[src/logic/abx_pkg.sv]
// Purpose: Shared constants for the AND and bit-operation execution block
// Assumes: 12-bit instruction words, 8-bit data, 5-bit file addresses
// Notes: Opcode fields are matched on the top bits of the instruction word
`default_nettype none
package abx_pkg;
  localparam int unsigned INSN_W = 12;
  localparam int unsigned DATA_W = 8;
  localparam int unsigned ADDR_W = 5;
  localparam int unsigned BIT_W = 3;
  // Field positions in the instruction word
  localparam int unsigned ADDR_LSB = 0;
  localparam int unsigned DEST_POS = 5;
  localparam int unsigned BIT_LSB = 5;
  // Opcode prefixes
  localparam logic [5:0] OP_AND_ACC_INTO_REG = 6'h05;
  localparam logic [3:0] OP_BIT_CLEAR = 4'h4;
  localparam logic [3:0] OP_BIT_SET = 4'h5;
  localparam logic [3:0] OP_TEST_SKIP_IF_LOW = 4'h6;
  // Reset values
  localparam logic [7:0] ACC_RESET = 8'h00;
  localparam logic [7:0] DATA_RESET = 8'h00;
  localparam logic [4:0] ADDR_RESET = 5'h00;
  localparam logic ZERO_RESET = 1'b0;
  typedef enum logic [2:0] {
    ABX_OP_NONE,
    ABX_OP_AND,
    ABX_OP_BCLR,
    ABX_OP_BSET,
    ABX_OP_BTEST
  } abx_op_t;
endpackage : abx_pkg
`default_nettype wire

[src/logic/abx_decode.sv]
// Purpose: Classify one instruction word into an operation and its operands
// Assumes: Word is stable while its valid strobe is high
// Notes: Pure combinational; the caller uses it unregistered, addr drives rd_addr directly
`default_nettype none
module abx_decode (
  input wire logic [11:0] insn,
  output abx_pkg::abx_op_t op,
  output logic [4:0] addr,
  output logic [2:0] bit_sel,
  output logic dest_reg
);
  always_comb begin
    addr = insn[abx_pkg::ADDR_LSB +: abx_pkg::ADDR_W];
    bit_sel = insn[abx_pkg::BIT_LSB +: abx_pkg::BIT_W];
    dest_reg = insn[abx_pkg::DEST_POS];
    if (insn[11:6] == abx_pkg::OP_AND_ACC_INTO_REG) begin
      op = abx_pkg::ABX_OP_AND;
    end else begin
      case (insn[11:8])
        abx_pkg::OP_BIT_CLEAR: op = abx_pkg::ABX_OP_BCLR;
        abx_pkg::OP_BIT_SET: op = abx_pkg::ABX_OP_BSET;
        abx_pkg::OP_TEST_SKIP_IF_LOW: op = abx_pkg::ABX_OP_BTEST;
        default: op = abx_pkg::ABX_OP_NONE;
      endcase
    end
  end
endmodule : abx_decode
`default_nettype wire

[src/logic/abx_exec.sv]
// Purpose: Execute the AND-with-register, bit clear, bit set and test-skip ops
// Assumes: File register read data is combinational on rd_addr in the same cycle
// Notes: One instruction per enabled cycle; a taken skip voids the next word
//   rd_addr is the only output not from a flip-flop, as the file answers at once
//   Bit ops are read-modify-write, so the file must not change under them
//   Unknown words write nothing but still pulse busy_q
`default_nettype none
// Function
// - AND accumulator with addressed register; only the zero flag changes.
// - Destination bit 0: result goes to accumulator, register untouched.
// - Destination bit 1: result goes to register, accumulator untouched.
// - Bit clear/set use 5-bit address and 3-bit index; no flags touched.
// - Test-skip: selected bit low skips next instruction, high continues.
// - Taken skip discards prefetched word and runs a no-op instead.
module abx_exec (
  // Clock and reset
  input wire logic clk,
  input wire logic rst,
  // Instruction word from the fetch pipeline
  input wire logic insn_valid,
  input wire logic [11:0] insn,
  // File register array, read side combinational
  output logic [4:0] rd_addr,
  input wire logic [7:0] rd_data,
  // Accumulator seed from the core
  input wire logic [7:0] acc_init,
  input wire logic acc_load,
  output logic [7:0] acc_q,
  // Status and write-back request
  output logic zero_q,
  output logic zero_we_q,
  output logic wr_en_q,
  output logic [4:0] wr_addr_q,
  output logic [7:0] wr_data_q,
  // Sequencing
  output logic skip_q,
  output logic busy_q
);
  abx_pkg::abx_op_t op;
  logic [4:0] addr;
  logic [2:0] bit_sel;
  logic dest_reg;

  logic exec_now;
  logic do_and;
  logic do_bclr;
  logic do_bset;
  logic do_btest;

  logic [7:0] and_res;
  logic and_zero;
  logic [7:0] bit_mask;
  logic [7:0] bit_hit;
  logic [7:0] clr_res;
  logic [7:0] set_res;
  logic [7:0] reg_res;

  logic sel_bit;
  logic skip_take;
  logic acc_upd;
  logic reg_upd;

  abx_decode u_decode (
    .insn(insn),
    .op(op),
    .addr(addr),
    .bit_sel(bit_sel),
    .dest_reg(dest_reg)
  );

  // Read address follows the word; the file answers in the same cycle
  assign rd_addr = addr;

  // Word arriving while a skip is pending is the prefetched one and is voided
  assign exec_now = insn_valid && !skip_q;

  // One qualifier per op, all low for a voided or unknown word
  always_comb begin
    do_and = 1'h0;
    do_bclr = 1'h0;
    do_bset = 1'h0;
    do_btest = 1'h0;
    if (exec_now) begin
      case (op)
        abx_pkg::ABX_OP_AND: begin
          do_and = 1'h1;
        end
        abx_pkg::ABX_OP_BCLR: begin
          do_bclr = 1'h1;
        end
        abx_pkg::ABX_OP_BSET: begin
          do_bset = 1'h1;
        end
        abx_pkg::ABX_OP_BTEST: begin
          do_btest = 1'h1;
        end
        default: begin
          // Unknown words: no write, no flag, no skip
        end
      endcase
    end
  end

  assign and_res = acc_q & rd_data;
  assign and_zero = (and_res == 8'h00);

  // Mask, test and read-modify-write results, one slice per data bit
  for (genvar i = 0; i < abx_pkg::DATA_W; i++) begin : g_bit
    assign bit_mask[i] = (bit_sel == 3'(i));
    assign bit_hit[i] = rd_data[i] & bit_mask[i];
    assign clr_res[i] = rd_data[i] & ~bit_mask[i];
    assign set_res[i] = rd_data[i] | bit_mask[i];
  end

  assign sel_bit = |bit_hit;
  assign skip_take = do_btest && !sel_bit;

  // Only the AND op with destination 0 touches the accumulator
  assign acc_upd = do_and && !dest_reg;
  assign reg_upd = (do_and && dest_reg) || do_bclr || do_bset;

  // Value sent back to the file; only meaningful while reg_upd is high
  always_comb begin
    reg_res = rd_data;
    case (op)
      abx_pkg::ABX_OP_AND: begin
        reg_res = and_res;
      end
      abx_pkg::ABX_OP_BCLR: begin
        reg_res = clr_res;
      end
      abx_pkg::ABX_OP_BSET: begin
        reg_res = set_res;
      end
      default: begin
        reg_res = rd_data;
      end
    endcase
  end

  // A load from the core wins over the op in hand
  always_ff @(posedge clk or posedge rst) begin
    if (rst) begin
      acc_q <= abx_pkg::ACC_RESET;
    end else if (acc_load) begin
      acc_q <= acc_init;
    end else if (acc_upd) begin
      acc_q <= and_res;
    end
  end

  // Zero flag; bit ops leave it alone
  always_ff @(posedge clk or posedge rst) begin
    if (rst) begin
      zero_q <= abx_pkg::ZERO_RESET;
    end else if (do_and) begin
      zero_q <= and_zero;
    end
  end

  // Flag update strobe, one cycle after the AND
  always_ff @(posedge clk or posedge rst) begin
    if (rst) begin
      zero_we_q <= 1'h0;
    end else begin
      zero_we_q <= do_and;
    end
  end

  // Write request stands one cycle, one cycle after its op
  always_ff @(posedge clk or posedge rst) begin
    if (rst) begin
      wr_en_q <= 1'h0;
    end else if (reg_upd) begin
      wr_en_q <= 1'h1;
    end else begin
      wr_en_q <= 1'h0;
    end
  end

  // Address and data hold their last value between requests
  always_ff @(posedge clk or posedge rst) begin
    if (rst) begin
      wr_addr_q <= abx_pkg::ADDR_RESET;
    end else if (reg_upd) begin
      wr_addr_q <= addr;
    end
  end

  // Data is the AND result or the read word with one bit forced
  always_ff @(posedge clk or posedge rst) begin
    if (rst) begin
      wr_data_q <= abx_pkg::DATA_RESET;
    end else if (reg_upd) begin
      wr_data_q <= reg_res;
    end
  end

  // Skip holds over idle cycles until the next word arrives and is voided
  always_ff @(posedge clk or posedge rst) begin
    if (rst) begin
      skip_q <= 1'h0;
    end else if (insn_valid) begin
      if (skip_take) begin
        skip_q <= 1'h1;
      end else begin
        skip_q <= 1'h0;
      end
    end
  end

  // Busy marks a word that was executed, not voided
  always_ff @(posedge clk or posedge rst) begin
    if (rst) begin
      busy_q <= 1'h0;
    end else begin
      busy_q <= exec_now;
    end
  end
endmodule : abx_exec
`default_nettype wire

[config.mk]
export PLATFORM = sky130hd
export DESIGN_NAME = abx_exec
export DESIGN_NICKNAME = d
export VERILOG_FILES = /design/src/logic/abx_pkg.sv /design/src/logic/abx_decode.sv /design/src/logic/abx_exec.sv
export SDC_FILE = /design/constraint.sdc
export NUM_CORES = 1
export LEC_CHECK = 0
export BUFFER_PORTS_ARGS = -buffer_cell sky130_fd_sc_hd__buf_2
export CAP_MARGIN = 20
export CORE_ASPECT_RATIO = 0.5
export CORE_MARGIN = 5
export CORE_UTILIZATION = 43
export CTS_CLUSTER_DIAMETER = 150
export CTS_CLUSTER_SIZE = 20
export DETAILED_ROUTE_END_ITERATION = 7
export GPL_TIMING_DRIVEN = 0
export PLACE_DENSITY = 0.83
export SYNTH_ARGS = -nofsm -noshare
export SYNTH_HDL_FRONTEND = slang
export SYNTH_SLANG_ARGS = --single-unit
export TNS_END_PERCENT = 50
[constraint.sdc]
create_clock -name clk -period 1.4 [get_ports clk]
set_input_delay 0.21 -clock clk [delete_from_list [all_inputs] [get_ports clk]]
set_output_delay 0.21 -clock clk [all_outputs]
set_load 0.01 [all_outputs]
Yosys cells after proc, flatten, opt, wreduce, memory -nomap -nowiden

Index checks and enable logic that the tools add are counted.

Multipliers: 0
Bitwise logic cells: 33
Shift operators: 0
Order comparisons: 0
$add $sub $neg: 0
Reduce and logical (&&, ||, !) cells: 13
Equality and inequality tests: 15
Div/mod/pow operators: 0
Muxes and demuxes: 15

Operator list:

| operator             | number |
|---|---|
| $pmux W8 S3          | 1 |
| $and A1 B1 Y1        | 16 |
| $mux W8              | 2 |
| $eq A3 B3 Y1 const B | 5 |
| $eq A3 B2 Y1 const B | 4 |
| $eq A4 B3 Y1 const B | 3 |
| $mux W1              | 10 |
| $pmux W3 S3          | 1 |
| $and A8 B8 Y8        | 1 |
| $logic_not A8 Y1     | 1 |
| $not A1 Y1           | 8 |
| $or A1 B1 Y1         | 8 |
| $reduce_or A8 Y1     | 1 |
| $eq A3 B1 Y1 const B | 2 |
| $eq A6 B3 Y1 const B | 1 |
| $logic_and A1 B1 Y1  | 4 |
| $logic_not A1 Y1     | 3 |
| $logic_not A3 Y1     | 1 |
| $mux W3              | 1 |
| $logic_or A1 B1 Y1   | 2 |
| $reduce_bool A2 Y1   | 1 |

Bits in writable memories: 0
Register bits: 26
Memory bits (read-only): 0
Memories: 0
Bits in latches: 0

Depth between registers and ports, before layout

Gate-level depths: netlist of the first run.

Word-level depth: 10
Depth in mapped cells: 7
Gate-level depth less buffers: 4

Hierarchy

Synthesis of the first run repeated with hierarchy kept, for this count alone.

Cell total of the unflattened synthesis: 163
Area, all modules: 1,502.7 um^2

By module, submodules not included:

| module     | area an instance (um^2) | cells each | times used |
|---|---|---|---|
| abx_exec   | 1,396.3                 | 149        | 1 |
| abx_decode | 106.4                   | 14         | 1 |

Least setup slack after synthesis of the first run

OpenSTA, ideal clock, no wires.

Path kind: register to register
From: register skip_q
To: register wr_addr_q[0]
Setup slack: -0.034 ns
Cell stages (with the launch flop): 5
Arrival: 1.309 ns
Cells stage by stage: dfrtp_1 nor2b_1 o211a_4 buf_6 mux2_4

Longest elaborated chain between the ends: 6

Ends and longest elaborated chain:

| item                    | line            | RTL |
|---|---|---|
| from (decl)             | abx_exec.sv:36  | `output logic skip_q,` |
| from (signal assigned)  | abx_exec.sv:202 | `skip_q <= 1'h0;` |
| from (signal assigned)  | abx_exec.sv:205 | `skip_q <= 1'h1;` |
| from (signal assigned)  | abx_exec.sv:207 | `skip_q <= 1'h0;` |
| $logic_not A1 Y1 (*)    | abx_exec.sv:75  | `assign exec_now = insn_valid && !skip_q;` |
| $logic_and A1 B1 Y1 (*) | abx_exec.sv:75  |  |
| named net exec_now      | abx_exec.sv:44  | `logic exec_now;` |
| $mux W1                 | abx_exec.sv:83  | `if (exec_now) begin` |
| $logic_and A1 B1 Y1     | abx_exec.sv:120 | `assign reg_upd = (do_and && dest_reg) \|\| do_bclr \|\| do_bset;` |
| $logic_or A1 B1 Y1      | abx_exec.sv:120 |  |
| $logic_or A1 B1 Y1 (*)  | abx_exec.sv:120 |  |
| to (signal assigned)    | abx_exec.sv:184 | `wr_addr_q <= abx_pkg::ADDR_RESET;` |
| to (signal assigned)    | abx_exec.sv:186 | `wr_addr_q <= addr;` |
| to (decl)               | abx_exec.sv:33  | `output logic [4:0] wr_addr_q,` |

The timed path passes the listed nets; every way through them passes the cells marked *.
A chain may end at the register's enable or synchronous reset.

Final worst setup path of the first run

From: register skip_q
To: register acc_q[6]

Longest elaborated chain between the ends: 5

Ends and longest elaborated chain:

| item                                | line            | RTL |
|---|---|---|
| $logic_not A1 Y1                    | abx_exec.sv:75  |  |
| $logic_and A1 B1 Y1                 | abx_exec.sv:75  |  |
| named net exec_now                  | abx_exec.sv:44  |  |
| $mux W1                             | abx_exec.sv:83  |  |
| $logic_and A1 B1 Y1                 | abx_exec.sv:119 | `assign acc_upd = do_and && !dest_reg;` |
| $reduce_bool A2 Y1 (no source line) | n/a             |  |
| to (signal assigned)                | abx_exec.sv:144 | `acc_q <= abx_pkg::ACC_RESET;` |
| to (signal assigned)                | abx_exec.sv:146 | `acc_q <= acc_init;` |
| to (signal assigned)                | abx_exec.sv:148 | `acc_q <= and_res;` |
| to (decl)                           | abx_exec.sv:28  | `output logic [7:0] acc_q,` |

The timed path passes the listed nets, and every way through them passes these cells.

==> metrics.csv, run 1 <==
stage;metric;value;unit
setup_path;worstSetupStartpointType;register;
clocking;clk_pin_slew;90;ps
floorplan;ios;63;
hold_path;min_from;acc_init[7];
clocking;cts_tree;built;
grt;grt_max_degree;27;
clocking;root_buffer;clkbuf_8;
grt;use_met2;29.1;%
finish;final_util;60.3;%
timing;finalHoldViolations;0;
outcome;outcome;finished with violations;
detailed_routing;drt_pre_antenna_iters;4;
yosys;synth.distinct_cells;32;
placed_design;port_buffers;58;
hold_path;whs_path_depth;3;
timing;tightest_slew;663;ps
clocking;cts.sinks;26;
timing;setup_viol;2;
detailed_routing;remaining_drc_errors;0;
pwr;powerDensity;1030;mW/mm2
placed_design;dpl.hpwl;3060;um
yosys;syn_nets;179;
grt;grt_pass1_wl;6460;um
placed_design;gp_congestion;0.862;
grt;antenna_found_initial;0;
pwr;ir_drop;0.000711;V
clocking;htree_levels;1;
floorplan;die_h;51.7;um
floorplan;core_area;0.00340;mm2
timing;setup_tns;-20.9;ps
yosys;syn_area;0.00149;mm2
timing;max_slew_margin;55.8;%
yosys;yosysTopAreaCellShare;43.6;%
timing;fin_crit_sh;101;%
yosys;synth-seq-cells;26;
finish;nFillCells;290;
setup_path;critical_path_required;1570;ps
setup_path;ff2ff_path_depth;5;
timing;fin_skew;2.90;ps
clocking;clockBufferDepth;2;
finish;final_cell_mix;buf_2, dfrtp_1, nand2_1, inv_1, mux2i_1;
timing;rsz0062_at_grt;yes;
timing;setup_slack;-16.2;ps
yosys;seq_area_frac_synth;43.6;%
grt;met3_usage;5.64;%
setup_path;r2r-end;acc_q[6];
detailed_routing;avgRoutedWirePerCell;16.0;um
setup_path;critPathCaptureType;register;
grt;grt-ovfl-total;0;
timing;timing.final.crit_period;1420;ps
clocking;cts_buffers;3;
timing;whs;117;ps
finish;final_common_cell;buf_2;
detailed_routing;vias;1438;
setup_path;crit_type;reg2reg;
outcome;violations;negative setup slack;
timing;slew_viol_final;0;
grt;busiest_layer;met2;
detailed_routing;drtIter0Drc;159;
yosys;postSynthCellCount;147;
floorplan;dieArea;0.00482;mm2
hold_path;hold_class;in2reg;
clocking;clock_latency;280;ps
yosys;synth_area_leaders;dfrtp_1, mux2i_1, nand2_1;
setup_path;reg2reg_from;skip_q;
finish;diodes;0;
grt;grt_use_met1;20.8;%
floorplan;num_rows;15;
setup_path;worstPathMaxFanout;8;
grt;first_global_vias;1329;
finish;finalNetCount;246;
setup_path;r2r_setup_slack;-20;ps
timing;fmax;706;MHz
hold_path;holdPathEnd;acc_q[7];
grt;grt_usage;17.1;%
setup_path;critPathArrivalTime;1580;ps
finish;post_route_cells_drive_above_1_share;44.6;%
finish;area_growth;37.2;%
yosys;synth_warnings;0;
yosys;syn_area_per_cell;10.2;um2
yosys;netlist.top_cell.by_area;dfrtp_1;
run;maxCapViolations;0;
floorplan;die_x;93.4;um
pwr;leakage;1.05;nW
floorplan;start_util;44.0;%
detailed_routing;viasPerCell;5.45;
detailed_routing;wirelength;4220;um
pwr;total_power;2.12;mW
detailed_routing;postRouteAntennaNets;0;
==> worst max-delay path by stage <==
stage                               to  slack [ps]    start
after floorplan           wr_addr_q[0]          40   skip_q
after global placement        acc_q[5]        -100  insn[8]
after detailed placement      acc_q[7]        -210  insn[8]
after CTS                     acc_q[0]           9   skip_q
after global routing          acc_q[6]         -50   skip_q
final                         acc_q[6]         -20   skip_q
==> Yosys cell counts <==
master / instances
a221oi_1: 1
a22o_1: 1
a22oi_1: 3
a31oi_1: 1
a32o_1: 1
and3_1: 1
and4b_1: 1
and4bb_2: 1
buf_1: 1
buf_2: 4
buf_4: 5
buf_6: 4
clkbuf_1: 2
dfrtp_1: 26
inv_1: 12
mux2_2: 3
mux2_4: 3
mux2i_1: 10
nand2_1: 24
nand2b_4: 1
nand3_1: 4
nand4_1: 9
nand4b_1: 1
nor2_1: 3
nor2b_1: 3
nor2b_4: 1
nor3_1: 1
nor4b_2: 1
o211a_4: 1
o21ai_0: 2
o221ai_1: 8
o311ai_0: 8
==> sequential cells by signal (all words and copies together) (netlist names) <==
name,count
busy_q,1
wr_data_q,8
wr_en_q,1
skip_q,1
acc_q,8
wr_addr_q,5
zero_q,1
zero_we_q,1
==> cell type report <==
type	instances	area (um2)	share of cell area (%)
clock buffer	3	41.3	2.01
tap	51	63.8	3.11
timing repair buffer	62	343	16.7
multi-input combinational	93	749	36.6
inverter	12	45.0	2.20
clock inverter	1	30.0	1.47
sequential	26	651	31.7
buffer	16	126	6.17
==> layer usage <==
metal / up-vias / wire, um / share of wire, %
met5: - / 0 / 0
met4: 0 / 51 / 1.2
met3: 8 / 413 / 9.8
met2: 77 / 2060 / 49
met1: 687 / 1690 / 40
li1: 666 / - / -
==> per-stage QoR <==
stage / setup slack (ps) / std cells / instance area, um2
after floorplan: 36.7 / 147 / 1500
after global placement: -104 / 256 / 1850
after detailed placement: -209 / 256 / 1850
after CTS: 9.39 / 261 / 1960
after global routing: -50.0 / 264 / 2050
final: -16.2 / 264 / 2050
==> cell families after synthesis <==
logic type | synth area share, %
compound gates | 15.0
buf+inv | 10.6
mux | 12.0
simple gates | 18.8
flops | 43.6
==> where the power goes <==
group	internal (mW)	switching, mW	leakage [nW]	total (mW)
registers	0.862	0.0715	0.322	0.933
clock network	0.383	0.250	0.0357	0.634
logic	0.271	0.282	0.695	0.553
total	1.52	0.604	1.05	2.12
==> critical path, cell delays in order, from the launching register on <==
cell	delay (ps)
dfrtp_1	430
nor2b_4	170
nand4_1	160
buf_6	210
o311ai_1	250
nand2_1	80
==> timing repair <==
item | 4_1_cts | 5_1_grt
pin swaps | 0 | 5
hold endpoints to repair | 0 | 2
setup endpoints to repair | 11 | 11
setup buffers | 1 | 1
hold buffers | 0 | 1
gates resized for setup | 13 | 7
No activity file was read; power rests on OpenSTA's default activity.
==> run 2, diff against run 1 <==
- SYNTH_HIERARCHICAL: unset -> 1
==> run 2 against run 1 <==
The run still ends with negative setup slack left; combinational power grew 20%; clock power shrank 2%; non-clock buffer count rose by 8; largest cell class unchanged; sequential cell count did not move; largest power group unchanged; via count up 7.8%; critical path depth rose by 2; first-iteration DRC count up 1.3%; cell count grew 8.7%; global-route usage rose by 0.71 points; power rose by 5.7%; highest routed layer unchanged; wire length is 9.1% higher.
==> metrics.csv, run 2 <==
stage;metric;value;unit;change
timing;fin_crit_sh;109;%;+7.6 points
placed_design;dpl.hpwl;3200;um;+4.6%
setup_path;ff2ff_path_depth;4;;-1
floorplan;dieArea;0.00485;mm2;+0.50%
timing;finalHoldViolations;0;;unchanged
finish;finalNetCount;269;;+9.3%
detailed_routing;remaining_drc_errors;0;;unchanged
floorplan;ios;63;;unchanged
yosys;seq_area_frac_synth;43.3;%;-0.25 points
floorplan;start_util;44.2;%;+0.26 points
yosys;syn_area;0.00150;mm2;+0.59%
yosys;syn_area_per_cell;9.22;um2;-9.3%
hold_path;holdPathEnd;skip_q;;
floorplan;num_rows;15;;unchanged
finish;area_growth;45.2;%;
timing;max_slew_margin;74.3;%;+19 points
yosys;syn_nets;195;;+8.9%
detailed_routing;vias;1550;;+7.8%
timing;fmax;657;MHz;-7.0%
clocking;cts.sinks;26;;unchanged
clocking;clock_latency;270;ps;about the same
yosys;synth-seq-cells;26;;unchanged
setup_path;worstSetupStartpointType;input port;;
clocking;cts_buffers;3;;unchanged
hold_path;whs_path_depth;2;;-1
setup_path;critPathArrivalTime;1680;ps;+100 ps
yosys;synth_warnings;6;;+6
hold_path;hold_class;in2reg;;
grt;first_global_vias;1396;;+5.0%
run;maxCapViolations;0;;unchanged
setup_path;crit_type;in2reg;;
timing;setup_tns;-616;ps;-596 ps
placed_design;port_buffers;56;;-3.4%
setup_path;reg2reg_from;skip_q;;
timing;timing.final.crit_period;1520;ps;+107 ps
outcome;outcome;finished with violations;;
pwr;powerDensity;1030;mW/mm2;-0.72%
grt;grt_pass1_wl;6760;um;+4.6%
yosys;synthFlopType;dfrtp_1;;
detailed_routing;viasPerCell;5.40;;-0.85%
yosys;postSynthCellCount;163;;+11%
clocking;htree_levels;1;;unchanged
pwr;total_power;2.24;mW;+5.7%
pwr;leakage;1.03;nW;-1.8%
finish;final_cell_mix;buf_2, dfrtp_1, buf_4, o21ai_0, nand2_1;;
setup_path;critical_path_required;1550;ps;-20 ps
timing;slew_viol_final;0;;unchanged
yosys;synth.distinct_cells;42;;+31%
detailed_routing;drtIter0Drc;161;;+1.3%
floorplan;die_h;51.8;um;+0.23%
yosys;synth_most_common_cell;dfrtp_1;;
outcome;violations;negative setup slack;;
yosys;synth_area_leaders;dfrtp_1, o21ai_0, buf_4;;
floorplan;die_x;93.6;um;+0.26%
clocking;cts_tree;built;;
setup_path;worstPathMaxFanout;6;;-2
clocking;clk_pin_slew;90;ps;about the same
yosys;yosysTopAreaCellShare;43.3;%;-0.25 points
setup_path;r2r_setup_slack;0;ps;+20 ps
clocking;root_buffer;clkbuf_8;;
grt;grt_usage;17.8;%;+0.71 points
setup_path;critPathCaptureType;register;;
timing;setup_viol;12;;+10
grt;grt_max_degree;27;;unchanged
grt;grt-ovfl-total;0;;unchanged
timing;rsz0062_at_grt;yes;;
pwr;ir_drop;0.000395;V;-44%
yosys;synthTopCellsByCount;dfrtp_1, o21ai_0, nand2_1, nor2_1, a31oi_1;;
grt;antenna_found_initial;0;;unchanged
yosys;async_flop_share;100;%;unchanged
hold_path;min_from;insn_valid;;
finish;nFillCells;290;;unchanged
detailed_routing;avgRoutedWirePerCell;16.0;um;+0.39%
setup_path;r2r-end;wr_addr_q[1];;
finish;reg_top3;acc_q x8, wr_data_q x8, wr_addr_q x5;;
floorplan;core_area;0.00340;mm2;unchanged
timing;setup_slack;-123;ps;-107 ps
detailed_routing;postRouteAntennaNets;0;;unchanged
finish;diodes;0;;unchanged
detailed_routing;wirelength;4600;um;+9.1%
yosys;synth_edf_count;0;;unchanged
finish;post_route_cells_drive_above_1_share;47.0;%;+2.4 points
timing;tightest_slew;385;ps;-279 ps
timing;fin_skew;2.89;ps;-0.0104 ps
yosys;netlist.top_cell.by_area;dfrtp_1;;
placed_design;gp_congestion;0.892;;+3.5%
timing;whs;139;ps;+22.7 ps
clocking;clockBufferDepth;2;;unchanged
detailed_routing;drt_pre_antenna_iters;4;;unchanged
finish;final_common_cell;buf_2;;
## run 2: kinds of logic after synthesis
family	synth area share, %
AND/OR/NAND/NOR	23.2
AO/OA/AOI/OAI	20.2
flip-flops	43.3
buffers and inverters	8.16
multiplexers	5.08
## run 2: worst max path at each step
stage / startpoint / endpoint / slack (ps) / cells past startpoint
2_1_floorplan: insn[6] / wr_data_q[6] / -190 / 6
6_report: insn[6] / wr_data_q[6] / -120 / 7
4_1_cts: insn[6] / wr_data_q[6] / -120 / 7
5_1_grt: insn[11] / wr_data_q[6] / -170 / 8
3_5_place_dp: insn[10] / acc_q[5] / -600 / 7
3_3_place_gp: insn[9] / acc_q[0] / -640 / 7
## run 2: timing repair
action,in CTS,in global routing
gates cloned,0,0
hold buffers,0,1
endpoints found under the hold margin,0,3
gates resized for setup,6,27
pin swaps,4,5
setup endpoints to repair,22,19
buffers inserted,5,6
## run 2: report_power, final
part           switching, mW  leakage (nW)  internal [mW]  total [mW]
Sequential            0.0803         0.313          0.879       0.960
Combinational          0.330         0.685          0.331       0.661
Clock                  0.238        0.0357          0.383       0.620
Total                  0.648          1.03           1.59        2.24
## run 2: stage by stage
step / setup slack (ps) / instances / area, um2 / util, %
floorplan: -189 / 163 / 1520 / -
global placement: -636 / 270 / 1860 / 54.8
detailed placement: -602 / 270 / 1860 / 54.8
CTS: -118 / 279 / 1990 / 58.7
global route: -166 / 287 / 2180 / 64.2
finish: -123 / 287 / 2180 / 64.2
## run 2: final cells by class
type | instances | area, um2 | share of cell area [%]
Sequential cell | 26 | 651 | 29.8
Timing Repair Buffer | 69 | 414 | 19.0
Multi-Input combinational cell | 116 | 837 | 38.4
Clock buffer | 3 | 41.3 | 1.89
Tap cell | 51 | 63.8 | 2.92
Clock inverter | 1 | 30.0 | 1.38
Buffer | 17 | 130 | 5.96
Inverter | 4 | 15.0 | 0.688
## run 2: layer usage
metal | track usage (%) | vias to the layer above | part of all wire (%)
met1 | 24.8 | 716 | 43
met2 | 28.0 | 89 | 47
met5 | 0 | - | 0
li1 | - | 739 | -
met3 | 5.06 | 6 | 8.7
met4 | 3.36 | 0 | 1.1
## run 2: critical path, stage by stage
cell	delay, ps
buf_6	100
nor2b_4	120
o211a_4	270
or3b_4	400
or3_4	390
o311ai_4	70
a31oi_1	120
